==> config.mk <==
export PLATFORM = sky130hd
export DESIGN_NAME = pwg_regs
export DESIGN_NICKNAME = d
export VERILOG_FILES = /design/src/hw/pwg_pkg.sv /design/src/hw/pwg_regs.sv
export SDC_FILE = /design/constraint.sdc
export NUM_CORES = 1
export LEC_CHECK = 0
export BUFFER_PORTS_ARGS = -buffer_cell sky130_fd_sc_hd__buf_2
export CAP_MARGIN = 20
export CORE_MARGIN = 4
export CORE_UTILIZATION = 45
export DETAILED_ROUTE_END_ITERATION = 8
export PLACE_DENSITY = 0.63
export RECOVER_POWER = 50
export SYNTH_ARGS = -nofsm -noshare
export SYNTH_HDL_FRONTEND = slang
export SYNTH_SLANG_ARGS = --single-unit
==> constraint.sdc <==
create_clock -name ref_clk_in -period 7.15 [get_ports ref_clk_in]
set_input_delay 0.715 -clock ref_clk_in [delete_from_list [all_inputs] [get_ports ref_clk_in]]
set_output_delay 0.715 -clock ref_clk_in [all_outputs]
set_load 0.05 [all_outputs]
==> src/hw/pwg_pkg.sv <==
// shared constants, types and register map of the pwm register block
package pwg_pkg;

    localparam int          PWG_CHANNELS      = 6;
    localparam int          PWG_DATA_W        = 8;
    localparam int          PWG_ADDR_W        = 8;
    localparam int          PWG_CNT_W         = 16;

    // register offsets, default page
    localparam logic [7:0]  PERIOD_LOW_OFF    = 8'hD9;
    localparam logic [7:0]  PERIOD_HIGH_OFF   = 8'hD1;
    localparam logic [7:0]  CHAN0_LOW_OFF     = 8'hDA;
    localparam logic [7:0]  CHAN0_HIGH_OFF    = 8'hD2;
    localparam logic [7:0]  CHAN1_LOW_OFF     = 8'hDB;
    localparam logic [7:0]  CHAN1_HIGH_OFF    = 8'hD3;
    localparam logic [7:0]  CHAN2_LOW_OFF     = 8'hDC;
    localparam logic [7:0]  CHAN2_HIGH_OFF    = 8'hD4;
    localparam logic [7:0]  CHAN3_LOW_OFF     = 8'hDD;
    localparam logic [7:0]  CHAN3_HIGH_OFF    = 8'hD5;
    localparam logic [7:0]  ROUTE_OFF         = 8'hDE;
    localparam logic [7:0]  CTRL_OFF          = 8'hD8;
    localparam logic [7:0]  CONFIG_OFF        = 8'hDF;
    localparam logic [7:0]  PAGE_OFF          = 8'h9F;
    // register offsets, alternate page 1
    localparam logic [7:0]  CHAN4_LOW_OFF     = 8'hCC;
    localparam logic [7:0]  CHAN4_HIGH_OFF    = 8'hC4;
    localparam logic [7:0]  CHAN5_LOW_OFF     = 8'hCD;
    localparam logic [7:0]  CHAN5_HIGH_OFF    = 8'hC5;

    // reset values
    localparam logic [7:0]  BYTE_RESET        = 8'h00;
    localparam logic [5:0]  ROUTE_RESET       = 6'h00;

    // field positions
    localparam int          CTRL_RUN_BIT      = 7;
    localparam int          CTRL_LOAD_BIT     = 6;
    localparam int          CTRL_CLEAR_BIT    = 4;
    localparam int          CONFIG_MODE_LSB   = 6;
    localparam int          CONFIG_TYPE_BIT   = 4;
    localparam int          PAGE_BIT          = 0;
    localparam int          ROUTE_W           = 6;

    typedef enum logic [1:0] {
        MODE_INDEP,
        MODE_COMP,
        MODE_SYNC,
        MODE_RSVD
    } pwg_mode_e;

    typedef enum logic [1:0] {
        CNT_IDLE,
        CNT_UP,
        CNT_DOWN
    } pwg_cnt_e;

    // register selector kinds
    typedef enum logic [2:0] {
        SEL_NONE,
        SEL_DUTY_LO,
        SEL_DUTY_HI,
        SEL_PERIOD_LO,
        SEL_PERIOD_HI,
        SEL_ROUTE,
        SEL_CTRL,
        SEL_MISC
    } pwg_sel_e;

    typedef struct packed {
        logic [7:0] addr;
        logic [7:0] wdata;
        logic       wr;
        logic       rd;
    } pwg_bus_req_s;

    typedef struct packed {
        pwg_sel_e   kind;
        logic [2:0] chan;
    } pwg_sel_s;

endpackage : pwg_pkg

==> src/hw/pwg_regs.sv <==
// pwm period, duty and pin route registers with counter and output stage
// Function
// - period low byte is bits 7:0 of the 16-bit period value.
// - period high byte is bits 15:8 of the shared period value.
// - channel 0 duty high and low bytes form output 0 duty.
// - channel 1 duty high and low bytes form output 1 duty.
// - channel 2 duty high and low bytes form output 2 duty.
// - channel 3 duty high and low bytes form output 3 duty.
// - channel 4 duty high and low bytes form output 4 duty.
// - channel 5 duty high and low bytes form output 5 duty.
// - channel 4 and 5 duty bytes live only in alternate page 1.
// - period and all duty bytes reset to zero.
// - route bit 5 puts channel 5 onto port 0 bit 3.
// - route bit 4 puts channel 4 onto port 0 bit 1.
// - route bit 3 puts channel 3 onto port 0 bit 0.
// - route bit 2 puts channel 2 onto port 1 bit 0.
// - route bit 1 puts channel 1 onto port 1 bit 1.
// - route bit 0 puts channel 0 onto port 1 bit 2.
// - route register resets to zero; upper two bits unused.
// - new values apply after load request at period end, or at once while stopped; request self-clears.
// - edge type counts zero to period and wraps; output high below duty.
// - center type counts up then down; clear on up match, set on down.
// - complementary mode drives odd outputs as inverse of even outputs.
//
// Implementation choice: the plain strobed port.
`timescale 1ns/1ps
module pwg_regs
    import pwg_pkg::*;
#(
    parameter int CHANNELS = PWG_CHANNELS
) (
    input  wire logic               ref_clk_in,
    input  wire logic               rst_n_in,
    input  wire logic               ce_in,
    input  wire pwg_bus_req_s       bus_req_in,
    input  wire logic [ROUTE_W-1:0] port_data_in,
    output logic      [7:0]         rd_data_out,
    output logic      [5:0]         gen_out,
    output logic      [ROUTE_W-1:0] pin_out
);

    // address decode shared by write and read paths
    function automatic pwg_sel_s dec_addr(input logic [7:0] addr, input logic page1);
        pwg_sel_s s;
        s.kind = SEL_NONE;
        s.chan = 3'h0;
        case (addr)
            PERIOD_LOW_OFF:  s.kind = SEL_PERIOD_LO;
            PERIOD_HIGH_OFF: s.kind = SEL_PERIOD_HI;
            CHAN0_LOW_OFF:   begin s.kind = SEL_DUTY_LO; s.chan = 3'h0; end
            CHAN0_HIGH_OFF:  begin s.kind = SEL_DUTY_HI; s.chan = 3'h0; end
            CHAN1_LOW_OFF:   begin s.kind = SEL_DUTY_LO; s.chan = 3'h1; end
            CHAN1_HIGH_OFF:  begin s.kind = SEL_DUTY_HI; s.chan = 3'h1; end
            CHAN2_LOW_OFF:   begin s.kind = SEL_DUTY_LO; s.chan = 3'h2; end
            CHAN2_HIGH_OFF:  begin s.kind = SEL_DUTY_HI; s.chan = 3'h2; end
            CHAN3_LOW_OFF:   begin s.kind = SEL_DUTY_LO; s.chan = 3'h3; end
            CHAN3_HIGH_OFF:  begin s.kind = SEL_DUTY_HI; s.chan = 3'h3; end
            ROUTE_OFF:       s.kind = SEL_ROUTE;
            CTRL_OFF:        s.kind = SEL_CTRL;
            CONFIG_OFF:      begin s.kind = SEL_MISC; s.chan = 3'h0; end
            PAGE_OFF:        begin s.kind = SEL_MISC; s.chan = 3'h1; end
            // page 1 only; page 0 leaves these unmapped
            CHAN4_LOW_OFF:   if (page1) begin s.kind = SEL_DUTY_LO; s.chan = 3'h4; end
            CHAN4_HIGH_OFF:  if (page1) begin s.kind = SEL_DUTY_HI; s.chan = 3'h4; end
            CHAN5_LOW_OFF:   if (page1) begin s.kind = SEL_DUTY_LO; s.chan = 3'h5; end
            CHAN5_HIGH_OFF:  if (page1) begin s.kind = SEL_DUTY_HI; s.chan = 3'h5; end
            default:         s.kind = SEL_NONE;
        endcase
        return s;
    endfunction : dec_addr

    logic [7:0]         duty_lo_reg [CHANNELS];
    logic [7:0]         duty_hi_reg [CHANNELS];
    logic [15:0]        duty_act_reg [CHANNELS];
    logic [7:0]         period_lo_reg;
    logic [7:0]         period_hi_reg;
    logic [15:0]        period_act_reg;
    logic [ROUTE_W-1:0] route_reg;
    logic               run_reg;
    logic               load_pend_reg;
    logic               clear_pend_reg;
    logic               type_center_reg;
    pwg_mode_e          mode_reg;
    logic               page_reg;
    logic [15:0]        cnt_reg;
    logic [15:0]        cnt_next;
    pwg_cnt_e           dir_reg;
    pwg_cnt_e           dir_next;
    logic [5:0]         gen_next;
    logic [5:0]         raw_gen;
    logic               period_end;
    logic               load_apply;
    pwg_sel_s           wsel;
    pwg_sel_s           rsel;
    logic [7:0]         rd_next;

    assign wsel = dec_addr(bus_req_in.addr, page_reg);
    assign rsel = dec_addr(bus_req_in.addr, page_reg);

    // end of a pwm period: top in edge type, bottom on the way down in center type
    assign period_end = run_reg && (type_center_reg ?
                        (dir_reg == CNT_DOWN && cnt_reg == 16'h0000) ||
                        (period_act_reg == 16'h0000) :
                        (cnt_reg == period_act_reg));
    // buffered values move over at period end, or at once while idle
    assign load_apply = load_pend_reg && (period_end || !run_reg);

    // period and duty byte storage written by software
    always_ff @(posedge ref_clk_in or negedge rst_n_in) begin
        if (!rst_n_in) begin
            period_lo_reg <= BYTE_RESET;
            period_hi_reg <= BYTE_RESET;
            for (int i = 0; i < CHANNELS; i++) begin
                duty_lo_reg[i] <= BYTE_RESET;
                duty_hi_reg[i] <= BYTE_RESET;
            end
        end else if (ce_in && bus_req_in.wr) begin
            case (wsel.kind)
                SEL_PERIOD_LO: period_lo_reg <= bus_req_in.wdata;
                SEL_PERIOD_HI: period_hi_reg <= bus_req_in.wdata;
                SEL_DUTY_LO:   duty_lo_reg[wsel.chan] <= bus_req_in.wdata;
                SEL_DUTY_HI:   duty_hi_reg[wsel.chan] <= bus_req_in.wdata;
                default:       ;
            endcase
        end
    end

    // active period and duty copies used by the counter compare
    always_ff @(posedge ref_clk_in or negedge rst_n_in) begin
        if (!rst_n_in) begin
            period_act_reg <= 16'h0000;
            for (int i = 0; i < CHANNELS; i++) begin
                duty_act_reg[i] <= 16'h0000;
            end
        end else if (ce_in && load_apply) begin
            period_act_reg <= {period_hi_reg, period_lo_reg};
            for (int i = 0; i < CHANNELS; i++) begin
                duty_act_reg[i] <= {duty_hi_reg[i], duty_lo_reg[i]};
            end
        end
    end

    // route, configuration and page select
    always_ff @(posedge ref_clk_in or negedge rst_n_in) begin
        if (!rst_n_in) begin
            route_reg       <= ROUTE_RESET;
            type_center_reg <= 1'b0;
            mode_reg        <= MODE_INDEP;
            page_reg        <= 1'b0;
        end else if (ce_in && bus_req_in.wr) begin
            if (wsel.kind == SEL_ROUTE) begin
                route_reg <= bus_req_in.wdata[ROUTE_W-1:0];
            end
            if (wsel.kind == SEL_MISC && wsel.chan == 3'h0) begin
                type_center_reg <= bus_req_in.wdata[CONFIG_TYPE_BIT];
                mode_reg        <= pwg_mode_e'(bus_req_in.wdata[CONFIG_MODE_LSB +: 2]);
            end
            if (wsel.kind == SEL_MISC && wsel.chan == 3'h1) begin
                page_reg <= bus_req_in.wdata[PAGE_BIT];
            end
        end
    end

    // control: run enable, self-clearing load and counter-clear requests
    always_ff @(posedge ref_clk_in or negedge rst_n_in) begin
        if (!rst_n_in) begin
            run_reg        <= 1'b0;
            load_pend_reg  <= 1'b0;
            clear_pend_reg <= 1'b0;
        end else if (ce_in) begin
            if (load_apply) begin
                load_pend_reg <= 1'b0;
            end
            if (clear_pend_reg) begin
                clear_pend_reg <= 1'b0;
            end
            // software set wins over the hardware clear
            if (bus_req_in.wr && wsel.kind == SEL_CTRL) begin
                run_reg <= bus_req_in.wdata[CTRL_RUN_BIT];
                if (bus_req_in.wdata[CTRL_LOAD_BIT]) begin
                    load_pend_reg <= 1'b1;
                end
                if (bus_req_in.wdata[CTRL_CLEAR_BIT]) begin
                    clear_pend_reg <= 1'b1;
                end
            end
        end
    end

    // next counter value and direction
    always_comb begin
        cnt_next = cnt_reg;
        dir_next = dir_reg;
        if (clear_pend_reg) begin
            cnt_next = 16'h0000;
            dir_next = run_reg ? CNT_UP : CNT_IDLE;
        end else if (!run_reg) begin
            dir_next = CNT_IDLE;
        end else begin
            case (dir_reg)
                CNT_IDLE: begin
                    dir_next = CNT_UP;
                end
                CNT_UP: begin
                    if (cnt_reg >= period_act_reg) begin
                        if (type_center_reg && period_act_reg != 16'h0000) begin
                            cnt_next = 16'(cnt_reg - 16'h0001);
                            dir_next = CNT_DOWN;
                        end else begin
                            cnt_next = 16'h0000;
                        end
                    end else begin
                        cnt_next = 16'(cnt_reg + 16'h0001);
                    end
                end
                CNT_DOWN: begin
                    if (cnt_reg == 16'h0000) begin
                        cnt_next = 16'h0001;
                        dir_next = CNT_UP;
                    end else begin
                        cnt_next = 16'(cnt_reg - 16'h0001);
                    end
                end
                default: begin
                    dir_next = CNT_IDLE;
                end
            endcase
        end
    end

    // counter state
    always_ff @(posedge ref_clk_in or negedge rst_n_in) begin
        if (!rst_n_in) begin
            cnt_reg <= 16'h0000;
            dir_reg <= CNT_IDLE;
        end else if (ce_in) begin
            cnt_reg <= cnt_next;
            dir_reg <= dir_next;
        end
    end

    // compare: high from zero until duty match, both types
    always_comb begin
        raw_gen = 6'h00;
        for (int i = 0; i < CHANNELS; i++) begin
            raw_gen[i] = run_reg && (cnt_next < duty_act_reg[i]);
        end
        gen_next = raw_gen;
        case (mode_reg)
            MODE_COMP: begin
                gen_next[1] = !raw_gen[0];
                gen_next[3] = !raw_gen[2];
                gen_next[5] = !raw_gen[4];
            end
            MODE_SYNC: begin
                gen_next[1] = raw_gen[0];
                gen_next[3] = raw_gen[2];
                gen_next[5] = raw_gen[4];
            end
            default: ;
        endcase
    end

    // generator outputs and shared pins, pin index equals channel number
    always_ff @(posedge ref_clk_in or negedge rst_n_in) begin
        if (!rst_n_in) begin
            gen_out <= 6'h00;
            pin_out <= '0;
        end else if (ce_in) begin
            gen_out <= gen_next;
            pin_out <= (gen_next & route_reg) | (port_data_in & ~route_reg);
        end
    end

    // read mux
    always_comb begin
        rd_next = 8'h00;
        case (rsel.kind)
            SEL_PERIOD_LO: rd_next = period_lo_reg;
            SEL_PERIOD_HI: rd_next = period_hi_reg;
            SEL_DUTY_LO:   rd_next = duty_lo_reg[rsel.chan];
            SEL_DUTY_HI:   rd_next = duty_hi_reg[rsel.chan];
            SEL_ROUTE:     rd_next = {2'b00, route_reg};
            SEL_CTRL:      rd_next = {run_reg, load_pend_reg, 1'b0, clear_pend_reg, 4'h0};
            SEL_MISC:      rd_next = (rsel.chan == 3'h0) ?
                                     {mode_reg, 1'b0, type_center_reg, 4'h0} :
                                     {7'h00, page_reg};
            default:       rd_next = 8'h00;
        endcase
    end

    // read data stands the cycle after the strobe only
    always_ff @(posedge ref_clk_in or negedge rst_n_in) begin
        if (!rst_n_in) begin
            rd_data_out <= 8'h00;
        end else if (ce_in) begin
            rd_data_out <= bus_req_in.rd ? rd_next : 8'h00;
        end
    end
endmodule : pwg_regs

# [Yosys cells after proc, flatten, opt, wreduce, memory -nomap -nowiden]
# Index checks and enable logic that the tools add are counted.
[word_totals] regBits=275 in_bits=27 out_inout_bits=20 elab_cells=166
[classes] add_sub_neg=2 order_cmp=9 n_eq_ne=34 muxes=41 bitwise=5 reduce_logical=42
[op_table] operator="8-bit equality test, second input constant" n=18
[op_table] operator="48-bit bitwise mux" n=2
[op_table] operator="16-bit less-than comparator" n=6
[op_table] operator="16-bit 2-to-1 mux" n=5
[op_table] operator="8-bit 2-to-1 mux" n=7
[op_table] operator="8-bit one-hot mux with 7 select lines" n=1
[op_table] operator="8-bit binary-select mux with 3-bit select" n=2
[op_table] operator="3-bit one-hot mux with 11 select lines" n=1
[op_table] operator="16-bit logical NOT" n=2
[op_table] operator="16-bit one-hot mux with 2 select lines" n=1
[op_table] operator="8-bit demux with 3-bit select" n=1
[op_table] operator="3-bit one-hot mux with 7 select lines" n=1
[op_table] operator="16-bit by 1-bit adder with 16-bit output, second input constant" n=1
[op_table] operator="16-bit equality test" n=1
[op_table] operator="16-bit greater-or-equal comparator" n=1
[op_table] operator="1-bit logical AND" n=16
[op_table] operator="2-bit AND reduction" n=8
[op_table] operator="16-bit nonzero test" n=1
[op_table] operator="16-bit by 1-bit subtractor with 16-bit output, second input constant" n=1
[op_table] operator="6-bit bitwise AND" n=2
[op_table] operator="3-bit equality test, second input constant" n=4
[op_table] operator="2-bit 2-to-1 mux" n=5
[op_table] operator="5-bit 2-to-1 mux" n=2
[op_table] operator="4-bit 2-to-1 mux" n=2
[op_table] operator="other kinds (22)" n=42

# [Logic depth before layout (Yosys ltp)]
[depth] depth_word=13 ltp_mapped=22

# [Worst setup path before layout]
# Ideal clock, no wire load.
[synth_timing] kind="register to register" startpoint="register cnt_reg[0]" endpoint="register pin_out[3]" arrival_ps=5200 required_time_ps=7021 slack_ps=1821 stages_incl_launch_ff=20 path_buffers=2 cell_sequence="dfrtp_1 > inv_1 > ha_1 > or3b_2 > or4_1 > buf_2 > nor3_2 > nor2_1 > or2_1 > clkbuf_1 > or4_1 > a32oi_1 > nor2_1 > ha_1 > or4b_2 > or3_1 > or3_1 > a31oi_1 > mux2i_1 > a31oi_1"
[synth_via] elab_chain_cells=12
[synth_lines] item="start: declaration" line="pwg_regs.sv:85" rtl="logic [15:0] cnt_reg;"
[synth_lines] item="start signal: assignment" line="pwg_regs.sv:237" rtl="cnt_reg <= cnt_next;"
[synth_lines] item="16-bit by 1-bit subtractor with 16-bit output" line="pwg_regs.sv:207, pwg_regs.sv:221"
[synth_lines] item="16-bit 2-to-1 mux" line="pwg_regs.sv:206" rtl="if (type_center_reg && period_act_reg != 16'h0000) begin"
[synth_lines] item="16-bit 2-to-1 mux" line="pwg_regs.sv:205" rtl="if (cnt_reg >= period_act_reg) begin"
[synth_lines] item="16-bit one-hot mux with 2 select lines *" line="pwg_regs.sv:200" rtl="case (dir_reg)"
[synth_lines] item="16-bit 2-to-1 mux *" line="pwg_regs.sv:197" rtl="end else if (!run_reg) begin"
[synth_lines] item="16-bit 2-to-1 mux *" line="pwg_regs.sv:194" rtl="if (clear_pend_reg) begin"
[synth_lines] item="named net cnt_next[3]" line="pwg_regs.sv:86" rtl="logic [15:0] cnt_next;"
[synth_lines] item="16-bit less-than comparator" line="pwg_regs.sv:246" rtl="raw_gen[i] = run_reg && (cnt_next < duty_act_reg[i]);"
[synth_lines] item="1-bit logical AND" line="pwg_regs.sv:246"
[synth_lines] item="1-bit logical NOT" line="pwg_regs.sv:252" rtl="gen_next[3] = !raw_gen[2];"
[synth_lines] item="1-bit one-hot mux with 2 select lines *" line="pwg_regs.sv:249" rtl="case (mode_reg)"
[synth_lines] item="6-bit bitwise AND *" line="pwg_regs.sv:271" rtl="pin_out <= (gen_next & route_reg) | (port_data_in & ~route_reg);"
[synth_lines] item="6-bit bitwise OR *" line="pwg_regs.sv:271"
[synth_lines] item="end signal: assignment" line="pwg_regs.sv:271"
[synth_lines] item="end: declaration" line="pwg_regs.sv:39" rtl="output logic [ROUTE_W-1:0] pin_out"
# The timed path passes the listed nets; every way through them passes the cells marked *.
# A chain may end at the register's enable or synchronous reset.

# [Worst setup path in the final report]
# Ends and elaborated chain as after synthesis.

==> qor.yml <==
yosys:
  synthesis.nets: 1554
  yosys-top-cells-count: "dfrtp_1, mux2_2, inv_1, ha_1, nor2_1"
  async_flop_share: 1.000
  yosys-top-cells-area: "dfrtp_1, mux2_2, ha_1"
  ys_ff_latch: 275
  synthFlopType: "dfrtp_1"
  syn_area_um2: 15610
  yosysMostFrequentCell: "dfrtp_1"
  yosysSeqAreaShare: 0.4407
  yosysWarnings: 0
  post_synth_inst_count: 1413
  synth_edf_count: 0
  yosys.area.top_type_share: 0.4407
  synth_cell_types: 73
  avgSynthCellArea_um2: 11.05
  synth_top_area_cell: "dfrtp_1"
clock_network:
  insertion_delay_ns: 0.57
  cts-root-buf: "clkbuf_16"
  cts_tree: "built"
  cts_setup_buffers: 0
  clk_pin_slew_ns: 0.06
  postCtsHoldBufs: 0
  clockBufferDepth: 3
  cts_resized: 0
  clock-sinks: 275
  h-tree-depth: 1
  cts_buffers: 31
final_layout:
  multi_input_area_um2: 7993
  seq_area_um2: 6882
  n_antenna_cell: 0
  largest_register_ffs: 96
  syn2layout_area_growth_pct: 10.93
  final_cells: 1908
  fin_area_um2: 17320
  drive_above_1_share: 0.2555
  utilization: 0.5114
  fill_cells: 3048
  nets: 1580
power_and_ir_drop:
  ir_worst_vdd_mv: 0.1663
  totalPowerFinal_mw: 3.424
  power_density_nw_per_um2: 197.7
  leakage_nw: 7.805
worst_setup_path:
  r2r_end: "pin_out[3]$_DFFE_PN0P_"
  critical_path.top_delay_family: "simple AND/OR/NAND/NOR gates"
  crit_start: "cnt_reg[0]$_DFFE_PN0P_"
  cp-start-kind: "register"
  critPathMaxStageDelay_ns: 0.70
  path_class: "reg2reg"
  worstPathMaxFanout: 8
  crit_slowest_cell: "or4b_2"
  crit_chain: "inv_1 -> ha_1 -> or3b_2 -> or4_1 -> nor3_2 -> nor2_1 -> or2_1 -> or4_1 -> a32oi_1 -> nor2_1 -> ha_1 -> or4b_2 -> or3_1 -> or3_1 -> a31oi_1 -> mux2i_1 -> a31oi_1"
  endpoint_kind: "register"
  ff2ff_setup_slack_ns: 0.66
  cp_num_buf_inv: 1
  rr_worst_depth: 17
  cp.required_ns: 7.58
  cp.arrival_ns: 6.92
  r2r-start: "cnt_reg[0]$_DFFE_PN0P_"
sta:
  period_minus_slack_ns: 6.488
  timing.final.crit_share: 0.9074
  clock_skew_ns: 0.01559
  slew_viol_final: 116
  setup_tns_ns: 0
  layout_setup_ws_ns: 0.6623
  slew_headroom: -2.829
  max_freq_mhz: 154.1
  hold_viol_final: 0
  hold_ws_ns: 0.4681
  worst_slew_pin_slew_ns: 5.743
  rsz0062_at_grt: "false"
  finalSetupViolCount: 0
min_path:
  min_to: "pin_out[4]$_DFFE_PN0P_"
  worstHoldStart: "port_data_in[4]"
  hold_class: "in2reg"
  hold_depth: 3
route:
  ant_nets: 0
  drc: 0
  route.detailed.wl_per_inst_um: 23.82
  vias: 11520
  routed_wl_um: 45450
  first_iter_violations: 916
  viasPerCell: 6.040
  drt_pass1_iterations: 5
floorplanning:
  dieHeight_um: 194.3
  rows: 67
  fp.dieW_um: 194.3
  dieArea_um2: 37740
  core-area_um2: 33870
  io-pin-count: 47
  initial_core_util: 0.4610
placement:
  gp_congestion: 0.9814
  dp_hpwl_um: 32960
  dp.cells: 1854
  portBuffers: 46
  placed_cell_area_um2: 16320
  post-place-ws_ns: 0.8156
outcome:
  violations: "capacitance limit, slew limit"
  outcome: "finished, violations left"
grt:
  grt_overflow: 0
  grt_max_degree: 116
  antenna_found_initial: 2
  grt_pass1_vias: 11320
  grt_pass1_wl_um: 69880
  grt_use_total: 0.2357
job:
  maxCapViolations: 1
## worst reg2reg max path, stage by stage (launching register included)
cell and delay (ns):
dfrtp_1 0.44, inv_1 0.13, ha_1 0.20, or3b_2 0.50
or4_1 0.61, nor3_2 0.22, nor2_1 0.11, or2_1 0.36
or4_1 0.50, a32oi_1 0.26, nor2_1 0.21, ha_1 0.27
or4b_2 0.70, or3_1 0.38, or3_1 0.37, a31oi_1 0.67
mux2i_1 0.32, a31oi_1 0.12
## layout make-up
type,count,share of cell area
clock buffers,45,0.05302
clock inverters,9,0.006429
inverters,130,0.02817
multi-input cells,935,0.4615
flip-flops and latches,275,0.3973
well taps,448,0.03236
repair buffers,66,0.02124
## cells by family after synthesis
kind of cell,synth area share
XOR/XNOR,0.003366
buffers and inverters,0.04952
flip-flops,0.4407
AND/OR/NAND/NOR,0.09985
AO/OA/AOI/OAI,0.1056
adder cells (fa/ha/maj),0.09135
multiplexers,0.2096
## layout by cell type (no fill, tap or decap), drive strengths merged, types with 48 or more instances in the layout
| cell type | synthesis | routed |
|---|---|---|
| a21oi | 57 | 57 |
| inv | 129 | 131 |
| o21ai | 48 | 48 |
| dfrtp | 275 | 275 |
| clkbuf | 61 | 62 |
| nand2 | 59 | 59 |
| ha | 114 | 114 |
| mux2 | 239 | 239 |
| nor2 | 64 | 64 |
| buf | 12 | 48 |
## worst max-delay path by stage
stage	slack, ns	cells after the start	endpoint
2_1_floorplan	1.82	19	pin_out[3]$_DFFE_PN0P_
3_3_place_gp	0.86	17	pin_out[3]$_DFFE_PN0P_
3_5_place_dp	0.82	17	pin_out[3]$_DFFE_PN0P_
4_1_cts	0.81	17	pin_out[3]$_DFFE_PN0P_
5_1_grt	0.24	1	cnt_reg[10]$_DFFE_PN0P_
6_report	0.66	17	pin_out[3]$_DFFE_PN0P_
## metal layers
| layer | wire (um) | GRT usage | vias to the layer above |
|---|---|---|---|
| met5 | 0 | 0 | - |
| met4 | 1713 | 0.07448 | 0 |
| met3 | 2464 | 0.02363 | 80 |
| met2 | 21360 | 0.3832 | 390 |
| met1 | 19920 | 0.3351 | 5853 |
| li1 | - | - | 5201 |
## report_power, final
group,switching (mW),internal [mW]
Sequential,0.0229,1.58
Clock,0.644,0.956
Combinational,0.153,0.0685
Note: power is estimated with default switching activity, not from simulation.
